$ cat src/rtl/aic_pkg.sv
package aic_pkg;

    // ------------------------------------------------------------
    // Timing
    // ------------------------------------------------------------
    localparam int unsigned AIC_CLK_PERIOD_NS = 10;
    localparam int unsigned AIC_TICK_PERIOD_NS = 1_000_000_000;
    localparam int unsigned AIC_TICK_CYCLES = AIC_TICK_PERIOD_NS / AIC_CLK_PERIOD_NS;
    localparam int unsigned AIC_QUAL_MIN_S = 1;
    localparam int unsigned AIC_QUAL_MAX_S = 30;
    localparam int unsigned AIC_FAULT_MIN_ON_S = 2;
    localparam int unsigned AIC_BLINK_HALF_S = 1;

    // ------------------------------------------------------------
    // Widths and encodings
    // ------------------------------------------------------------
    localparam int unsigned AIC_DELAY_W = 5;
    localparam int unsigned AIC_LEVEL_W = 2;
    localparam logic [1:0] AIC_LVL_NONE = 2'h0;
    localparam logic [1:0] AIC_LVL_MINOR = 2'h1;
    localparam logic [1:0] AIC_LVL_MAJOR = 2'h2;
    localparam logic [1:0] AIC_MODE_NORMAL = 2'h0;
    localparam logic [1:0] AIC_MODE_FAST = 2'h1;
    localparam logic [1:0] AIC_MODE_FREE_RUN = 2'h2;
    localparam logic [1:0] AIC_MODE_HOLDOVER = 2'h3;
    localparam int unsigned AIC_PACKS_PER_SIDE = 3;
    localparam int unsigned AIC_PACK_PLL = 0;
    localparam int unsigned AIC_PACK_TBO = 1;
    localparam int unsigned AIC_PACK_TEX = 2;
    localparam int unsigned AIC_SYNC_PACKS = 2 * AIC_PACKS_PER_SIDE;

    // ------------------------------------------------------------
    // Register map
    // ------------------------------------------------------------
    localparam logic [7:0] AIC_REG_CTRL = 8'h00;
    localparam logic [7:0] AIC_REG_SW_ALARM = 8'h04;
    localparam logic [7:0] AIC_REG_PORT_LEVEL = 8'h08;
    localparam logic [7:0] AIC_REG_STATUS = 8'h0C;
    localparam logic [7:0] AIC_REG_MASK = 8'h10;
    localparam logic [7:0] AIC_REG_STATE = 8'h14;
    localparam logic [7:0] AIC_REG_EVENTS = 8'h18;
    localparam logic [AIC_DELAY_W-1:0] AIC_DELAY_RST = 5'h01;
    localparam int unsigned AIC_SW_CRIT = 0;
    localparam int unsigned AIC_SW_MAJ = 1;
    localparam int unsigned AIC_SW_MIN = 2;
    localparam int unsigned AIC_SW_W = 3;
    localparam int unsigned AIC_ST_PACK = 0;
    localparam int unsigned AIC_ST_FRUN = 1;
    localparam int unsigned AIC_ST_FAST = 2;
    localparam int unsigned AIC_ST_HOLD = 3;
    localparam int unsigned AIC_ST_ALLREF = 4;
    localparam int unsigned AIC_ST_W = 5;
    localparam int unsigned AIC_STATE_RID = 4;
    localparam int unsigned AIC_STATE_ACO = 5;
    localparam int unsigned AIC_STATE_SVC = 6;
    localparam int unsigned AIC_EVENT_W = 8;

    typedef struct packed {
        logic critical;
        logic major;
        logic minor;
        logic failure;
    } aic_alarm_t;

endpackage : aic_pkg

$ cat src/rtl/aic_alarm_ctrl.sv
`timescale 1ns/100ps
`default_nettype none
module aic_alarm_ctrl
    import aic_pkg::*;
#(
    parameter int unsigned TICK_CYCLES = AIC_TICK_CYCLES,
    parameter int unsigned DS1_PORTS = 8,
    parameter int unsigned DS3_PORTS = 2,
    parameter int unsigned EC1_PORTS = 2,
    parameter int unsigned NUM_PACKS = 8,
    parameter int unsigned NUM_PSU = 2
) (
    input wire logic ref_clk,
    input wire logic rst_b,
    input wire logic [7:0] reg_addr,
    input wire logic [31:0] reg_wdata,
    input wire logic reg_wr,
    input wire logic reg_rd,
    output logic [31:0] reg_rdata,
    input wire logic [DS1_PORTS+DS3_PORTS+EC1_PORTS-1:0] fac_fail,
    input wire logic ctrl_fail,
    input wire logic audible_cutoff_panel,
    input wire logic audible_cutoff_remote,
    input wire logic [NUM_PACKS-1:0] pack_fail,
    input wire logic [NUM_PSU-1:0] psu_fault,
    output logic [NUM_PSU-1:0] psu_fault_lamp,
    input wire logic [AIC_SYNC_PACKS-1:0] sync_pack_fail,
    input wire logic sync_active_side,
    input wire logic [1:0] sync_mode,
    input wire logic [1:0] ref_fail,
    input wire logic all_ref_fail,
    output logic [AIC_SYNC_PACKS-1:0] fault_lamp,
    output logic [AIC_SYNC_PACKS-1:0] active_lamp,
    output logic [AIC_SYNC_PACKS-1:0] sync_in_service,
    output aic_alarm_t remote_alarm,
    output aic_alarm_t panel_indicator,
    output aic_alarm_t office_visual,
    output aic_alarm_t office_audible,
    output logic remote_id,
    output logic audible_cutoff,
    output logic irq
);

    localparam int unsigned NPORTS = DS1_PORTS + DS3_PORTS + EC1_PORTS;
    localparam int unsigned NALL = NUM_PACKS + AIC_SYNC_PACKS;

    // ------------------------------------------------------------
    // Second tick divider
    // ------------------------------------------------------------
    // Free-running from reset, not aligned to any input, so each timed wait
    // may lose up to one tick period at its start.
    logic [31:0] div_cnt;
    logic [31:0] next_div_cnt;
    logic tick;

    always_comb begin
        tick = (div_cnt == 32'(TICK_CYCLES - 1));
        next_div_cnt = tick ? 32'h0 : div_cnt + 32'h1;
    end

    always_ff @(posedge ref_clk or negedge rst_b) begin
        if (!rst_b) begin
            div_cnt <= 32'h0;
        end else begin
            div_cnt <= next_div_cnt;
        end
    end

    // ------------------------------------------------------------
    // Register file
    // ------------------------------------------------------------
    logic [AIC_DELAY_W-1:0] delay_s;
    logic [AIC_DELAY_W-1:0] next_delay_s;
    logic [AIC_SW_W-1:0] sw_alarm;
    logic [AIC_SW_W-1:0] next_sw_alarm;
    logic [AIC_LEVEL_W*NPORTS-1:0] port_level;
    logic [AIC_LEVEL_W*NPORTS-1:0] next_port_level;
    logic [AIC_ST_W-1:0] status;
    logic [AIC_ST_W-1:0] next_status;
    logic [AIC_ST_W-1:0] mask;
    logic [AIC_ST_W-1:0] next_mask;
    logic [AIC_ST_W-1:0] st_set;
    logic [AIC_EVENT_W-1:0] events;
    logic [AIC_EVENT_W-1:0] next_events;
    logic [AIC_EVENT_W-1:0] fail_rises;
    logic [31:0] next_rdata;
    logic [31:0] state_word;
    logic wr_ctrl;
    logic wr_sw;
    logic wr_lvl;
    logic wr_st;
    logic wr_mask;

    // Reset levels per port: DS1 ports raise nothing, DS3 and EC-1 ports major.
    // A constant, so the asynchronous reset loads no logic.
    localparam logic [AIC_LEVEL_W*NPORTS-1:0] LEVEL_RST = {
        {(DS3_PORTS + EC1_PORTS){AIC_LVL_MAJOR}},
        {DS1_PORTS{AIC_LVL_NONE}}
    };

    // Writes land at the strobe edge; a read answers in the next cycle only,
    // and the data word falls back to zero after it.
    always_comb begin
        wr_ctrl = reg_wr && (reg_addr == AIC_REG_CTRL);
        wr_sw = reg_wr && (reg_addr == AIC_REG_SW_ALARM);
        wr_lvl = reg_wr && (reg_addr == AIC_REG_PORT_LEVEL);
        wr_st = reg_wr && (reg_addr == AIC_REG_STATUS);
        wr_mask = reg_wr && (reg_addr == AIC_REG_MASK);
        next_delay_s = wr_ctrl ? reg_wdata[AIC_DELAY_W-1:0] : delay_s;
        next_sw_alarm = wr_sw ? reg_wdata[AIC_SW_W-1:0] : sw_alarm;
        next_port_level = wr_lvl ? reg_wdata[AIC_LEVEL_W*NPORTS-1:0] : port_level;
        next_mask = wr_mask ? reg_wdata[AIC_ST_W-1:0] : mask;
        // A set in the same cycle as a write-one clear survives
        next_status = (status & ~(wr_st ? reg_wdata[AIC_ST_W-1:0] : '0)) | st_set;
        next_events = events + fail_rises;
        next_rdata = 32'h0;
        if (reg_rd) begin
            unique case (reg_addr)
                AIC_REG_CTRL: next_rdata = 32'(delay_s);
                AIC_REG_SW_ALARM: next_rdata = 32'(sw_alarm);
                AIC_REG_PORT_LEVEL: next_rdata = 32'(port_level);
                AIC_REG_STATUS: next_rdata = 32'(status);
                AIC_REG_MASK: next_rdata = 32'(mask);
                AIC_REG_STATE: next_rdata = state_word;
                AIC_REG_EVENTS: next_rdata = 32'(events);
                default: next_rdata = 32'h0;
            endcase
        end
    end

    always_ff @(posedge ref_clk or negedge rst_b) begin
        if (!rst_b) begin
            delay_s <= AIC_DELAY_RST;
            sw_alarm <= '0;
            port_level <= LEVEL_RST;
            status <= '0;
            mask <= '0;
            events <= '0;
            reg_rdata <= 32'h0;
        end else begin
            delay_s <= next_delay_s;
            sw_alarm <= next_sw_alarm;
            port_level <= next_port_level;
            status <= next_status;
            mask <= next_mask;
            events <= next_events;
            reg_rdata <= next_rdata;
        end
    end

    assign irq = |(status & mask);

    // ------------------------------------------------------------
    // Event detection
    // ------------------------------------------------------------
    logic [NALL-1:0] fail_q;
    logic [NALL-1:0] fail_rise;
    logic [1:0] mode_q;
    logic allref_q;

    // Edge history resets to the idle level of each input, so leaving reset
    // with everything healthy raises no event.
    always_comb begin
        fail_rise = {sync_pack_fail, pack_fail} & ~fail_q;
        fail_rises = '0;
        for (int i = 0; i < NALL; i++) begin
            fail_rises = fail_rises + AIC_EVENT_W'(fail_rise[i]);
        end
        st_set = '0;
        st_set[AIC_ST_PACK] = |fail_rise;
        st_set[AIC_ST_FRUN] = (sync_mode == AIC_MODE_FREE_RUN) && (mode_q != sync_mode);
        st_set[AIC_ST_FAST] = (sync_mode == AIC_MODE_FAST) && (mode_q != sync_mode);
        st_set[AIC_ST_HOLD] = (sync_mode == AIC_MODE_HOLDOVER) && (mode_q != sync_mode);
        st_set[AIC_ST_ALLREF] = all_ref_fail && !allref_q;
    end

    always_ff @(posedge ref_clk or negedge rst_b) begin
        if (!rst_b) begin
            fail_q <= '0;
            mode_q <= AIC_MODE_NORMAL;
            allref_q <= 1'b0;
        end else begin
            fail_q <= {sync_pack_fail, pack_fail};
            mode_q <= sync_mode;
            allref_q <= all_ref_fail;
        end
    end

    // ------------------------------------------------------------
    // Alarm level gathering and qualification
    // ------------------------------------------------------------
    logic [AIC_SW_W-1:0] raw;
    logic [AIC_SW_W-1:0] qual;
    logic fac_major;
    logic fac_minor;

    // Facility alarms share the software hold-back, so a port whose faults
    // each span fewer ticks than the delay never reaches the closures.
    always_comb begin
        fac_major = 1'b0;
        fac_minor = 1'b0;
        for (int i = 0; i < NPORTS; i++) begin
            if (fac_fail[i]) begin
                // Reserved code reads as no alarm
                fac_major = fac_major ||
                    (port_level[AIC_LEVEL_W*i +: AIC_LEVEL_W] == AIC_LVL_MAJOR);
                fac_minor = fac_minor ||
                    (port_level[AIC_LEVEL_W*i +: AIC_LEVEL_W] == AIC_LVL_MINOR);
            end
        end
        raw = sw_alarm;
        raw[AIC_SW_MAJ] = sw_alarm[AIC_SW_MAJ] || fac_major;
        raw[AIC_SW_MIN] = sw_alarm[AIC_SW_MIN] || fac_minor;
    end

    aic_qualifier #(
        .N(AIC_SW_W)
    ) u_qual (
        .ref_clk(ref_clk),
        .rst_b(rst_b),
        .tick(tick),
        .delay_s(delay_s),
        .cond(raw),
        .qual(qual)
    );

    // ------------------------------------------------------------
    // Alarm outputs and audible cutoff
    // ------------------------------------------------------------
    aic_alarm_t act;
    aic_alarm_t act_q;
    logic cut_q;
    logic next_cut;
    logic [1:0] cut_in_q;
    logic cut_req;
    logic new_alarm;
    logic next_rid;
    aic_alarm_t next_aud;

    // Cutoff only gates the audible copy; visual and remote follow the alarm.
    always_comb begin
        act.critical = qual[AIC_SW_CRIT];
        act.major = qual[AIC_SW_MAJ];
        act.minor = qual[AIC_SW_MIN];
        act.failure = ctrl_fail;
        // Either source cuts off, on its rising edge
        cut_req = (audible_cutoff_panel && !cut_in_q[0]) ||
                  (audible_cutoff_remote && !cut_in_q[1]);
        new_alarm = |(act & ~act_q);
        // A fresh alarm re-arms the audibles unless a cutoff lands with it
        next_cut = cut_req || (cut_q && !new_alarm);
        next_aud = act & ~{4{next_cut}};
        next_aud.failure = 1'b0;
        next_rid = act.critical || act.major || act.minor || act.failure;
    end

    always_ff @(posedge ref_clk or negedge rst_b) begin
        if (!rst_b) begin
            act_q <= '0;
            cut_q <= 1'b0;
            cut_in_q <= 2'h0;
            remote_alarm <= '0;
            panel_indicator <= '0;
            office_visual <= '0;
            office_audible <= '0;
            remote_id <= 1'b0;
            psu_fault_lamp <= '0;
        end else begin
            act_q <= act;
            cut_q <= next_cut;
            cut_in_q <= {audible_cutoff_remote, audible_cutoff_panel};
            remote_alarm <= act;
            panel_indicator <= act;
            office_visual <= act;
            office_audible <= next_aud;
            remote_id <= next_rid;
            psu_fault_lamp <= psu_fault;
        end
    end

    assign audible_cutoff = cut_q;

    // ------------------------------------------------------------
    // Synchronizer circuit pack lamps
    // ------------------------------------------------------------
    // Pack index = side * 3 + role; side 1 is active when sync_active_side is high.
    // Only the extractors see the mode and the reference blink; the other
    // packs have their active lamp gated by side and failure alone.
    logic mode_ok;
    logic ref_blink;

    assign mode_ok = (sync_mode == AIC_MODE_NORMAL) || (sync_mode == AIC_MODE_FAST);
    assign ref_blink = |ref_fail;

    genvar k;
    generate
        for (k = 0; k < AIC_SYNC_PACKS; k++) begin : g_lamp
            localparam int unsigned SIDE = k / AIC_PACKS_PER_SIDE;
            localparam bit IS_TEX = ((k % AIC_PACKS_PER_SIDE) == AIC_PACK_TEX);
            aic_sync_lamp u_lamp (
                .ref_clk(ref_clk),
                .rst_b(rst_b),
                .tick(tick),
                .pack_fail(sync_pack_fail[k]),
                .side_active(sync_active_side == 1'(SIDE)),
                .mode_ok(IS_TEX ? mode_ok : 1'b1),
                .blink_req(IS_TEX ? ref_blink : 1'b0),
                .fault_lamp(fault_lamp[k]),
                .active_lamp(active_lamp[k]),
                .in_service(sync_in_service[k])
            );
        end
    endgenerate

    // Read-only snapshot of the registered alarm outputs and pack service.
    always_comb begin
        state_word = 32'h0;
        state_word[3:0] = act_q;
        state_word[AIC_STATE_RID] = remote_id;
        state_word[AIC_STATE_ACO] = cut_q;
        state_word[AIC_STATE_SVC +: AIC_SYNC_PACKS] = sync_in_service;
    end

endmodule : aic_alarm_ctrl
`default_nettype wire

$ cat src/rtl/aic_qualifier.sv
`timescale 1ns/100ps
`default_nettype none
module aic_qualifier
    import aic_pkg::*;
#(
    parameter int unsigned N = 3
) (
    input wire logic ref_clk,
    input wire logic rst_b,
    input wire logic tick,
    input wire logic [AIC_DELAY_W-1:0] delay_s,
    input wire logic [N-1:0] cond,
    output logic [N-1:0] qual
);

    // ------------------------------------------------------------
    // Per-condition hold-back counters
    // ------------------------------------------------------------
    // Delay counts whole ticks; the first tick may come early, so a
    // 1 s setting qualifies after between 0 and 1 s of condition.
    logic [AIC_DELAY_W-1:0] lim;

    always_comb begin
        if (delay_s < AIC_DELAY_W'(AIC_QUAL_MIN_S)) begin
            lim = AIC_DELAY_W'(AIC_QUAL_MIN_S);
        end else if (delay_s > AIC_DELAY_W'(AIC_QUAL_MAX_S)) begin
            lim = AIC_DELAY_W'(AIC_QUAL_MAX_S);
        end else begin
            lim = delay_s;
        end
    end

    genvar g;
    generate
        for (g = 0; g < N; g++) begin : g_ch
            logic [AIC_DELAY_W-1:0] cnt;
            logic [AIC_DELAY_W-1:0] next_cnt;
            logic hit;
            logic next_hit;

            always_comb begin
                next_cnt = cnt;
                next_hit = hit;
                if (!cond[g]) begin
                    next_cnt = '0;
                    next_hit = 1'b0;
                end else if (!hit && tick) begin
                    if (cnt + 5'h01 >= lim) begin
                        next_hit = 1'b1;
                    end else begin
                        next_cnt = cnt + 5'h01;
                    end
                end
            end

            always_ff @(posedge ref_clk or negedge rst_b) begin
                if (!rst_b) begin
                    cnt <= '0;
                    hit <= 1'b0;
                end else begin
                    cnt <= next_cnt;
                    hit <= next_hit;
                end
            end

            assign qual[g] = hit;
        end
    endgenerate

endmodule : aic_qualifier
`default_nettype wire

$ cat src/rtl/aic_sync_lamp.sv
`timescale 1ns/100ps
`default_nettype none
module aic_sync_lamp
    import aic_pkg::*;
(
    input wire logic ref_clk,
    input wire logic rst_b,
    input wire logic tick,
    input wire logic pack_fail,
    input wire logic side_active,
    input wire logic mode_ok,
    input wire logic blink_req,
    output logic fault_lamp,
    output logic active_lamp,
    output logic in_service
);

    // ------------------------------------------------------------
    // Minimum-on hold and blink phase
    // ------------------------------------------------------------
    // One tick more than the minimum, since the failure may start
    // just before a tick.
    localparam logic [1:0] HOLD_TICKS = 2'(AIC_FAULT_MIN_ON_S + 1);

    logic [1:0] hold;
    logic [1:0] next_hold;
    logic phase;
    logic next_phase;
    logic blink_q;
    logic next_blink_q;
    logic fail_lit;
    logic next_fault;
    logic next_active;
    logic next_svc;

    assign fail_lit = pack_fail || (hold != 2'h0);

    always_comb begin
        next_hold = hold;
        if (pack_fail) begin
            next_hold = HOLD_TICKS;
        end else if (tick && hold != 2'h0) begin
            next_hold = hold - 2'h1;
        end
        next_blink_q = blink_req;
        next_phase = phase;
        if (!blink_req) begin
            next_phase = 1'b0;
        end else if (!blink_q) begin
            next_phase = 1'b1;
        end else if (tick) begin
            next_phase = !phase;
        end
        next_fault = fail_lit || next_phase;
        next_active = side_active && mode_ok && !fail_lit;
        next_svc = !fail_lit;
    end

    always_ff @(posedge ref_clk or negedge rst_b) begin
        if (!rst_b) begin
            hold <= 2'h0;
            phase <= 1'b0;
            blink_q <= 1'b0;
            fault_lamp <= 1'b0;
            active_lamp <= 1'b0;
            in_service <= 1'b0;
        end else begin
            hold <= next_hold;
            phase <= next_phase;
            blink_q <= next_blink_q;
            fault_lamp <= next_fault;
            active_lamp <= next_active;
            in_service <= next_svc;
        end
    end

endmodule : aic_sync_lamp
`default_nettype wire

$ cat config.mk
export PLATFORM = sky130hd
export DESIGN_NAME = aic_alarm_ctrl
export DESIGN_NICKNAME = d
export VERILOG_FILES = /design/src/rtl/aic_pkg.sv /design/src/rtl/aic_alarm_ctrl.sv /design/src/rtl/aic_qualifier.sv /design/src/rtl/aic_sync_lamp.sv
export SDC_FILE = /design/constraint.sdc
export NUM_CORES = 1
export LEC_CHECK = 0
export ABC_AREA = 1
export BUFFER_PORTS_ARGS = -buffer_cell sky130_fd_sc_hd__buf_2
export CAP_MARGIN = 5
export CORE_MARGIN = 3
export CORE_UTILIZATION = 51
export CTS_CLUSTER_SIZE = 12
export DETAILED_ROUTE_END_ITERATION = 12
export GPL_TIMING_DRIVEN = 0
export HOLD_SLACK_MARGIN = 0.15
export PLACE_DENSITY_LB_ADDON = 0.08
export SYNTH_ARGS = -nofsm -noshare
export SYNTH_HDL_FRONTEND = slang
export SYNTH_SLANG_ARGS = --single-unit
$ cat constraint.sdc
create_clock -name ref_clk -period 7.65 [get_ports ref_clk]
set_input_delay 1.53 -clock ref_clk [delete_from_list [all_inputs] [get_ports ref_clk]]
set_output_delay 1.53 -clock ref_clk [all_outputs]
set_load 0.02 [all_outputs]
==> metrics list, run 1 <==
* Sequential fraction of design power: 43.2%
- On the final layout, the worst clock skew is 0.0107 ns.
- Netlist Area Pre-Place: 9630 um^2
* Worst skew pair latency: 0.44 ns
* Bufs on Longest Clock Path: 2
- In this run the static leakage power is 6.11 nW.
- Core footprint: 18300 um^2
- Setup violations remaining at the end of the flow were counted as 0.
* Vias in the first global route: 7606
* Clock tree from TritonCTS: done
* Areal power density over the cells: 226 nW/um^2
* Count of standard-cell rows: 49
- The worst path needs 5.12 ns of the cycle, external delays included.
- Overall power consumption after layout is estimated at 2.55 mW.
- Initial standard-cell utilization of the core: 52.7%
- CTS saw 187 sinks.
* Filler Cell Count: 1620
* HPWL Detailed: 17800 um
- 0 antenna diodes ended up in the layout.
- After the first detailed-routing iteration, the DRC count stood at 442.
- Share of the yosys chip area belonging to registers: 48.6%
- Clock tree synthesis selected as its root buffer the cell sky130_fd_sc_hd__clkbuf_16.
- The pre-antenna-repair detailed-routing pass consisted of 5 iterations.
* Post-cts repair resize count: 0
- Max Transition Viols Final: 0
* Global-route wire length before repair: 38000 um
- Mean Syn Cell Area: 8.33 um^2
* Number of warnings issued by yosys: 0
- TritonCTS created 17 clock buffers.
- Startpoint Class: input port
- Number of synthesized flops with an enable pin: 0
- The cell count after synthesis came out at 1156.
- The worst pin sits at a relative slew slack of 25.6%.
* Total congestion overflow after global routing: 0
* Origin of the critical flop-to-flop path: fail_q[6]$_DFF_PN0_
- Predominant post-synthesis flop cell: sky130_fd_sc_hd__dfrtp_1
* Share of synthesized flip-flops with an asynchronous set or reset: 100%
* Post-synthesis sequential element count: 187
- Critical Path AT: 5.44 ns
- Psw: 0.767 mW
- Post-CTS timing repair inserted 0 buffers for setup.
* Internal power: 1.78 mW
- Routability congestion estimate from global placement: 0.851
- The detail route stage leaves a number of antenna-violating nets equal to 0.
- CTS hold repair buffers: 0
- Fraction of layout cells with a size suffix above 1: 17.8%
- Area growth from synthesis to layout: 17.1%
* Height of the chip: 143 um
* Result of the run: completed
* Critical path capture point type: flop
* Horiz. Die Dim: 143 um
* Global-route usage over all layers: 23.5%
- After synthesis, the netlist uses 46 different library cells.
* Switching power share of the total: 30.1%
* Number of antenna violations at the first check in global routing: 1
- Power share of the clock group: 37.2%
- Setup repair after global routing missed its margin: false
* Io pins: 152
- The library cells used most frequently in the layout, excluding fill and tap cells, are 268 x sky130_fd_sc_hd__nand2_1, 182 x sky130_fd_sc_hd__dfrtp_1, 177 x sky130_fd_sc_hd__inv_1.
* Final number of hold-violating endpoints: 0
- The final layout contains 1442 nets.
* Fraction of the cycle the final worst path needs: 67.0%
- The detailed router placed 7819 vias in this run.
- Clock-pin slew on the worst setup and hold paths: 0.07 ns
- After detailed routing, the number of remaining DRC violations is 0.
- Max capacitance violation total: 0
- The worst hold path belongs to the class reg -> reg.
* Most frequent standard cell in the layout excluding fill and tap cells: sky130_fd_sc_hd__nand2_1
- Number of buffer cells added on primary ports: 133
* Worst setup startpoint: sync_pack_fail[0]
- Accumulated negative setup slack: 0 ns
- Cells fill 61.7% of the core in the end.
- Crit path max fanout: 6
- Timing-limited maximum frequency: 0.195 GHz
- Post-detailed-route wirelength per cell: 15.0 um
- Total wire length: 23400 um
- Entering global routing, the biggest net connects 112 pins.
* Worst-case vdd ir drop: 0.175 mV
- Dividing the detail-routed via count by the number of cells gives 5.02.
- CP Class: in -> reg
- The die covers 20600 um^2.
- Crit path required time: 7.97 ns
- In this run the number of H-tree levels came out at 4.
- The worst hold path begins at u_qual.g_ch[2].hit$_DFFE_PN0P_.
- Pin slew with the least headroom to its limit: 1.11 ns
* Proportion of power drawn by combinational gates: 19.7%
-- critical path, cell delays in order --
cell and delay, ns:
sky130_fd_sc_hd__buf_2 0.10, sky130_fd_sc_hd__inv_1 0.09, sky130_fd_sc_hd__nor2_1 0.20, sky130_fd_sc_hd__fa_1 0.44
sky130_fd_sc_hd__inv_1 0.08, sky130_fd_sc_hd__fa_1 0.44, sky130_fd_sc_hd__fa_1 0.52, sky130_fd_sc_hd__fa_1 0.54
sky130_fd_sc_hd__inv_1 0.05, sky130_fd_sc_hd__fa_1 0.46, sky130_fd_sc_hd__fa_1 0.42, sky130_fd_sc_hd__nand3_1 0.10
sky130_fd_sc_hd__nand3_1 0.11, sky130_fd_sc_hd__a21oi_1 0.15, sky130_fd_sc_hd__nor2_1 0.06, sky130_fd_sc_hd__xor2_1 0.13
-- routing by layer --
layer / wire length [um] / vias up / share of wire [%] / track usage [%]
li1: - / 3914 / - / -
met2: 11000 / 195 / 47 / 38.1
met1: 11000 / 3691 / 47 / 33.2
met4: 221 / 2 / 0.94 / 4.56
met5: 7 / - / 0.030 / 0
met3: 1190 / 17 / 5.1 / 4.89
-- cell usage after synthesis (all sizes together), types with 2 or more instances --
cell type / n / area share [%]
inv: 179 / 7.0
nand3b: 5 / 0.39
o211ai: 4 / 0.31
o21ai: 34 / 1.8
dfrtp: 182 / 47
nand3: 86 / 4.5
clkbuf: 2 / 0.078
dfstp: 5 / 1.4
nor3: 30 / 1.7
xor2: 35 / 3.2
or2: 3 / 0.19
buf: 43 / 3.3
nand4: 20 / 1.3
nor2: 144 / 6.1
xnor2: 5 / 0.45
ha: 34 / 4.4
fa: 10 / 2.1
o22ai: 6 / 0.39
nor4: 3 / 0.19
a21oi: 37 / 1.9
nand2: 277 / 11
clkinv: 2 / 0.091
-- cells by family (layout without fill, tap and decap cells) --
kind of cell,after synthesis,count (layout),synth area share [%]
and+or+nand+nor,569,569,25.7
buffers and inverters,226,392,10.4
DFF,187,187,48.6
AOI/OAI and AO/OA,89,89,5.04
adders and majority gates,44,44,6.49
xor gates and xnor gates,40,40,3.64
other,1,9,0.0389
-- power by group through the flow --
| stage | Clock [mW] | Sequential, mW | Combinational [mW] |
|---|---|---|---|
| after global placement | 0 | 1.12 | 0.482 |
| final | 0.947 | 1.10 | 0.501 |
| after global routing | 1.01 | 1.11 | 0.584 |
| after floorplan | 0 | 1.11 | 0.362 |
| after detailed placement | 0 | 1.12 | 0.500 |
| after CTS | 0.963 | 1.10 | 0.506 |
-- per-stage QoR --
| stage | setup WS, ns | cell area [um^2] | cells | hold slack, ns |
|---|---|---|---|---|
| global placement | 1.99 | 10600 | 1526 | 0.355 |
| floorplan | 2.41 | 9660 | 1164 | 0.354 |
| finish | 2.53 | 11300 | 1559 | 0.381 |
| global route | 2.33 | 11300 | 1559 | 0.405 |
| CTS | 2.54 | 11300 | 1559 | 0.384 |
| detailed placement | 2.09 | 10700 | 1527 | 0.367 |
-- worst paths after layout --
path / end / slack, ns / depth (start not counted)
max: events[6]$_DFF_PN0_ / 2.53 / 16
min: act_q[1]$_DFF_PN0_ / 0.38 / 0
min reg2reg: act_q[1]$_DFF_PN0_ / 0.38 / 0
min in group asynchronous: reg_rdata[18]$_DFF_PN0_ / 1.14 / 1
max reg2reg: events[6]$_DFF_PN0_ / 3.44 / 14
max in group asynchronous: g_lamp[3].u_lamp.hold[0]$_DFFE_PN0P_ / 5.65 / 2
-- state kept, by name, summed over array words and instances, names as in the netlist, 3 cells and up --
| signal | count |
|---|---|
| div_cnt | 32 |
| events | 8 |
| mask | 5 |
| g_lamp.u_lamp.hold | 12 |
| u_qual.g_ch.cnt | 15 |
| u_qual.g_ch.hit | 3 |
| g_lamp.u_lamp.in_service | 6 |
| delay_s | 5 |
| act_q | 4 |
| sw_alarm | 3 |
| status | 5 |
| fail_q | 14 |
| g_lamp.u_lamp.active_lamp | 6 |
| office_audible | 3 |
| g_lamp.u_lamp.fault_lamp | 6 |
| reg_rdata | 24 |
| port_level | 24 |
-- final cells by class --
type	count	area [um^2]	area share, %
multi-input combinational	751	3970	35.2
inverter	181	681	6.04
sequential	187	4690	41.5
timing repair buffer	134	703	6.23
buffer	45	324	2.87
clock buffer	17	425	3.77
tap	229	287	2.54
clock inverter	15	200	1.78
No activity file was read; power rests on OpenSTA's default activity.
==> run 2, diff against run 1 <==
==> constraint.sdc (replaced) <==
create_clock -name ref_clk -period 4.74 [get_ports ref_clk]
set_input_delay 0.948 -clock ref_clk [delete_from_list [all_inputs] [get_ports ref_clk]]
set_output_delay 0.948 -clock ref_clk [all_outputs]
set_load 0.02 [all_outputs]
==> metrics list, run 2 (same netlist as run 1, synthesis figures left out) <==
* Residual DRC: 0 (unchanged)
- In this run the worst hold path is classified as reg -> reg.
* Sum of buffers and inverters on the critical path: 4 (unchanged)
- Most frequent standard cell in the layout excluding fill and tap cells: sky130_fd_sc_hd__nand2_1
- Largest register FFs: 32 (unchanged)
- Final hold slack: 0.381 ns (+0.00000300 ns)
- The clock sink total came to 187 (unchanged).
* Number of antenna violations at the first check in global routing: 1 (unchanged)
- The count of buffers inserted at the top-level ports came to 133 (unchanged).
- Areal power density over the cells: 365 nW/um^2 (+61%)
- On the critical path the largest part of the delay comes from adder cells.
- Post-route insts no fill: 1559 (unchanged)
* DIE AREA: 20600 um^2 (unchanged)
- The least setup slack across all paths after layout was 0.223 ns (-2.31 ns).
* Cell occurring most often along the worst timing path: sky130_fd_sc_hd__fa_1
* Crit path max fanout: 6 (unchanged)
- Pin slew with the least headroom to its limit: 1.11 ns (unchanged)
* Inst Count DP: 1527 (unchanged)
- Most used cells in the layout excluding fill and tap cells: 268 x sky130_fd_sc_hd__nand2_1, 182 x sky130_fd_sc_hd__dfrtp_1, 177 x sky130_fd_sc_hd__inv_1
- The global placer's final weighted congestion is 0.851 (unchanged).
* Leakage: 6.11 nW (about the same)
* Registers with the most flip-flops: div_cnt (32), port_level (24), reg_rdata (24)
- The layout filler cell count is 1618 (-0.12%).
* Highest cell delay on the worst timing path: 0.54 ns (about the same)
- The number of buffers inserted by post-CTS setup repair came to 0 (unchanged).
* Worst setup slack after placement: -0.243 ns (-2.33 ns)
- CP Class: in -> reg
* Total wire length: 23400 um (unchanged)
- Pin count of the biggest net entering global routing: 112 (unchanged)
* Count of standard-cell rows: 49 (unchanged)
* Core footprint: 18300 um^2 (unchanged)
* Startpoint Class: input port
- Critical path capture point type: flop
- Root Buffer: sky130_fd_sc_hd__clkbuf_16
- The worst-case vdd ir drop was 0.283 mV (+61%).
- Timing-limited maximum frequency: 0.221 GHz
- The maximum buffer depth of the clock tree came to 2 (unchanged).
- Global-route wire length before repair: 38000 um (unchanged)
* Setup repair after global routing missed its margin: false
- The number of global-route vias before repair came to 7606 (unchanged).
* Initial standard-cell utilization of the core: 52.7% (unchanged)
- The number of buffers added by the clock tree synthesis step is 17 (unchanged).
- CTS hold repair buffers: 0 (unchanged)
* Worst skew pair latency: 0.44 ns (about the same)
- The number of max-cap violations was 0 (unchanged).
* Max Transition Viols Final: 0 (unchanged)
- Post-detailed-route wirelength per cell: 15.0 um (unchanged)
- The net total in the final layout is 1442 (unchanged).
* Clock-pin slew on the worst setup and hold paths: 0.07 ns (about the same)
- The number of failing setup endpoints in the final timing report came to 0 (unchanged).
- The worst setup skew after layout came to 0.0109 ns (+0.000157 ns).
- Max-slew headroom at the worst pin: 25.6% (unchanged)
* Final total power: 4.11 mW (+61%)
- The required time of the critical path is 5.06 ns (-2.91 ns).
- The combined global-route utilization of all metal layers came to 23.5% (unchanged).
- The number of vias per cell is 5.02 (about the same).
- Fraction of the cycle the final worst path needs: 95.3%
- Clock tree from TritonCTS: done
- The overall overflow remaining after global route was 0 (unchanged).
* Minimum clock period after layout: 4.52 ns
* Io pins: 152 (unchanged)
- Fraction of layout cells with a size suffix above 1: 17.9% (+0.075 points)
- The total via count in the routed design came to 7820 (+0.013%).
- Critical Path AT: 4.84 ns (-0.60 ns)
* Cell with the largest stage delay on the worst path: sky130_fd_sc_hd__fa_1
- Count of antenna-violating nets left after detailed routing: 0 (unchanged)
* Antenna fix cells: 0 (unchanged)
* Result of the run: completed
- Number of H-tree branching levels: 4 (unchanged)
- The number of hold violations in the final report came to 0 (unchanged).
* Detailed router's first-iteration violation count: 445 (+0.68%)
- Detailed-routing iteration count for the pre-antenna-repair pass: 5 (unchanged)
- The total half-perimeter wirelength after legalization and detailed placement came to 17800 um (unchanged).
- The vertical extent of the die is 143 um (unchanged).
* Horiz. Die Dim: 143 um (unchanged)
- Final core area utilization: 61.7% (about the same)
- The register with the most flip-flops in the final layout is div_cnt.
* Cells traversed along the worst timing path: buf_2 > inv_1 > nor2_2 > fa_1 > inv_1 > fa_1 > fa_1 > fa_1 > inv_1 > fa_1 > fa_1 > nand3_1 > nand3_1 > a21oi_1 > nor2_1 > xor2_1
- Area growth from synthesis to layout: 17.1% (about the same)
==> run 2: cell count changes in the layout (fill, tap and decap cells not counted) <==
cell,before,now
sky130_fd_sc_hd__nor2_1,137,136
sky130_fd_sc_hd__nor2_2,2,3
==> run 2: timing repair <==
item	CTS	global route
endpoints found under the hold margin	0	0
setup endpoints to repair	0	1
gates resized for setup	0	1
==> run 2: cell type report <==
type / count / area, um^2 / area share, %
plain buffers: 45 / 324 / 2.87
clock buffers: 17 / 425 / 3.77
clock inverters: 15 / 200 / 1.77
inverters: 181 / 681 / 6.03
multi-input cells: 751 / 3980 / 35.2
flip-flops and latches: 187 / 4690 / 41.5
well taps: 229 / 287 / 2.54
repair buffers: 134 / 703 / 6.23
==> run 2: path summary, 6_finish.rpt <==
| kind | from | end | cells after the start | slack [ns] |
|---|---|---|---|---|
| max | sync_pack_fail[0] | events[6]$_DFF_PN0_ | 16 | 0.22 |
| min | u_qual.g_ch[2].hit$_DFFE_PN0P_ | act_q[1]$_DFF_PN0_ | 0 | 0.38 |
| min in group asynchronous | rst_b | reg_rdata[18]$_DFF_PN0_ | 1 | 0.56 |
| min reg2reg | u_qual.g_ch[2].hit$_DFFE_PN0P_ | act_q[1]$_DFF_PN0_ | 0 | 0.38 |
| max reg2reg | fail_q[6]$_DFF_PN0_ | events[6]$_DFF_PN0_ | 14 | 0.53 |
| max in group asynchronous | rst_b | g_lamp[3].u_lamp.hold[0]$_DFFE_PN0P_ | 2 | 3.32 |
==> run 2: where the power goes <==
part	switching, mW	internal, mW
Sequential	0.0726	1.70
Clock	0.676	0.852
Combinational	0.489	0.319
==> run 2: stage by stage <==
step,setup TNS (ns),area [um^2]
after floorplan,0,9660
after global placement,-59.62,10600
after detailed placement,-0.301,10700
after CTS,0,11300
after global routing,0,11300
final,0,11300
==> run 2: layer usage <==
layer  vias to the layer above  share of wire [%]  wire length (um)  track usage, %
met5                         -              0.030                 7               0
met4                         2               0.94               221            4.56
met3                        17                5.1              1190            4.89
met2                       195                 47             11100            38.1
met1                      3692                 47             11000            33.2
li1                       3914                  -                 -               -
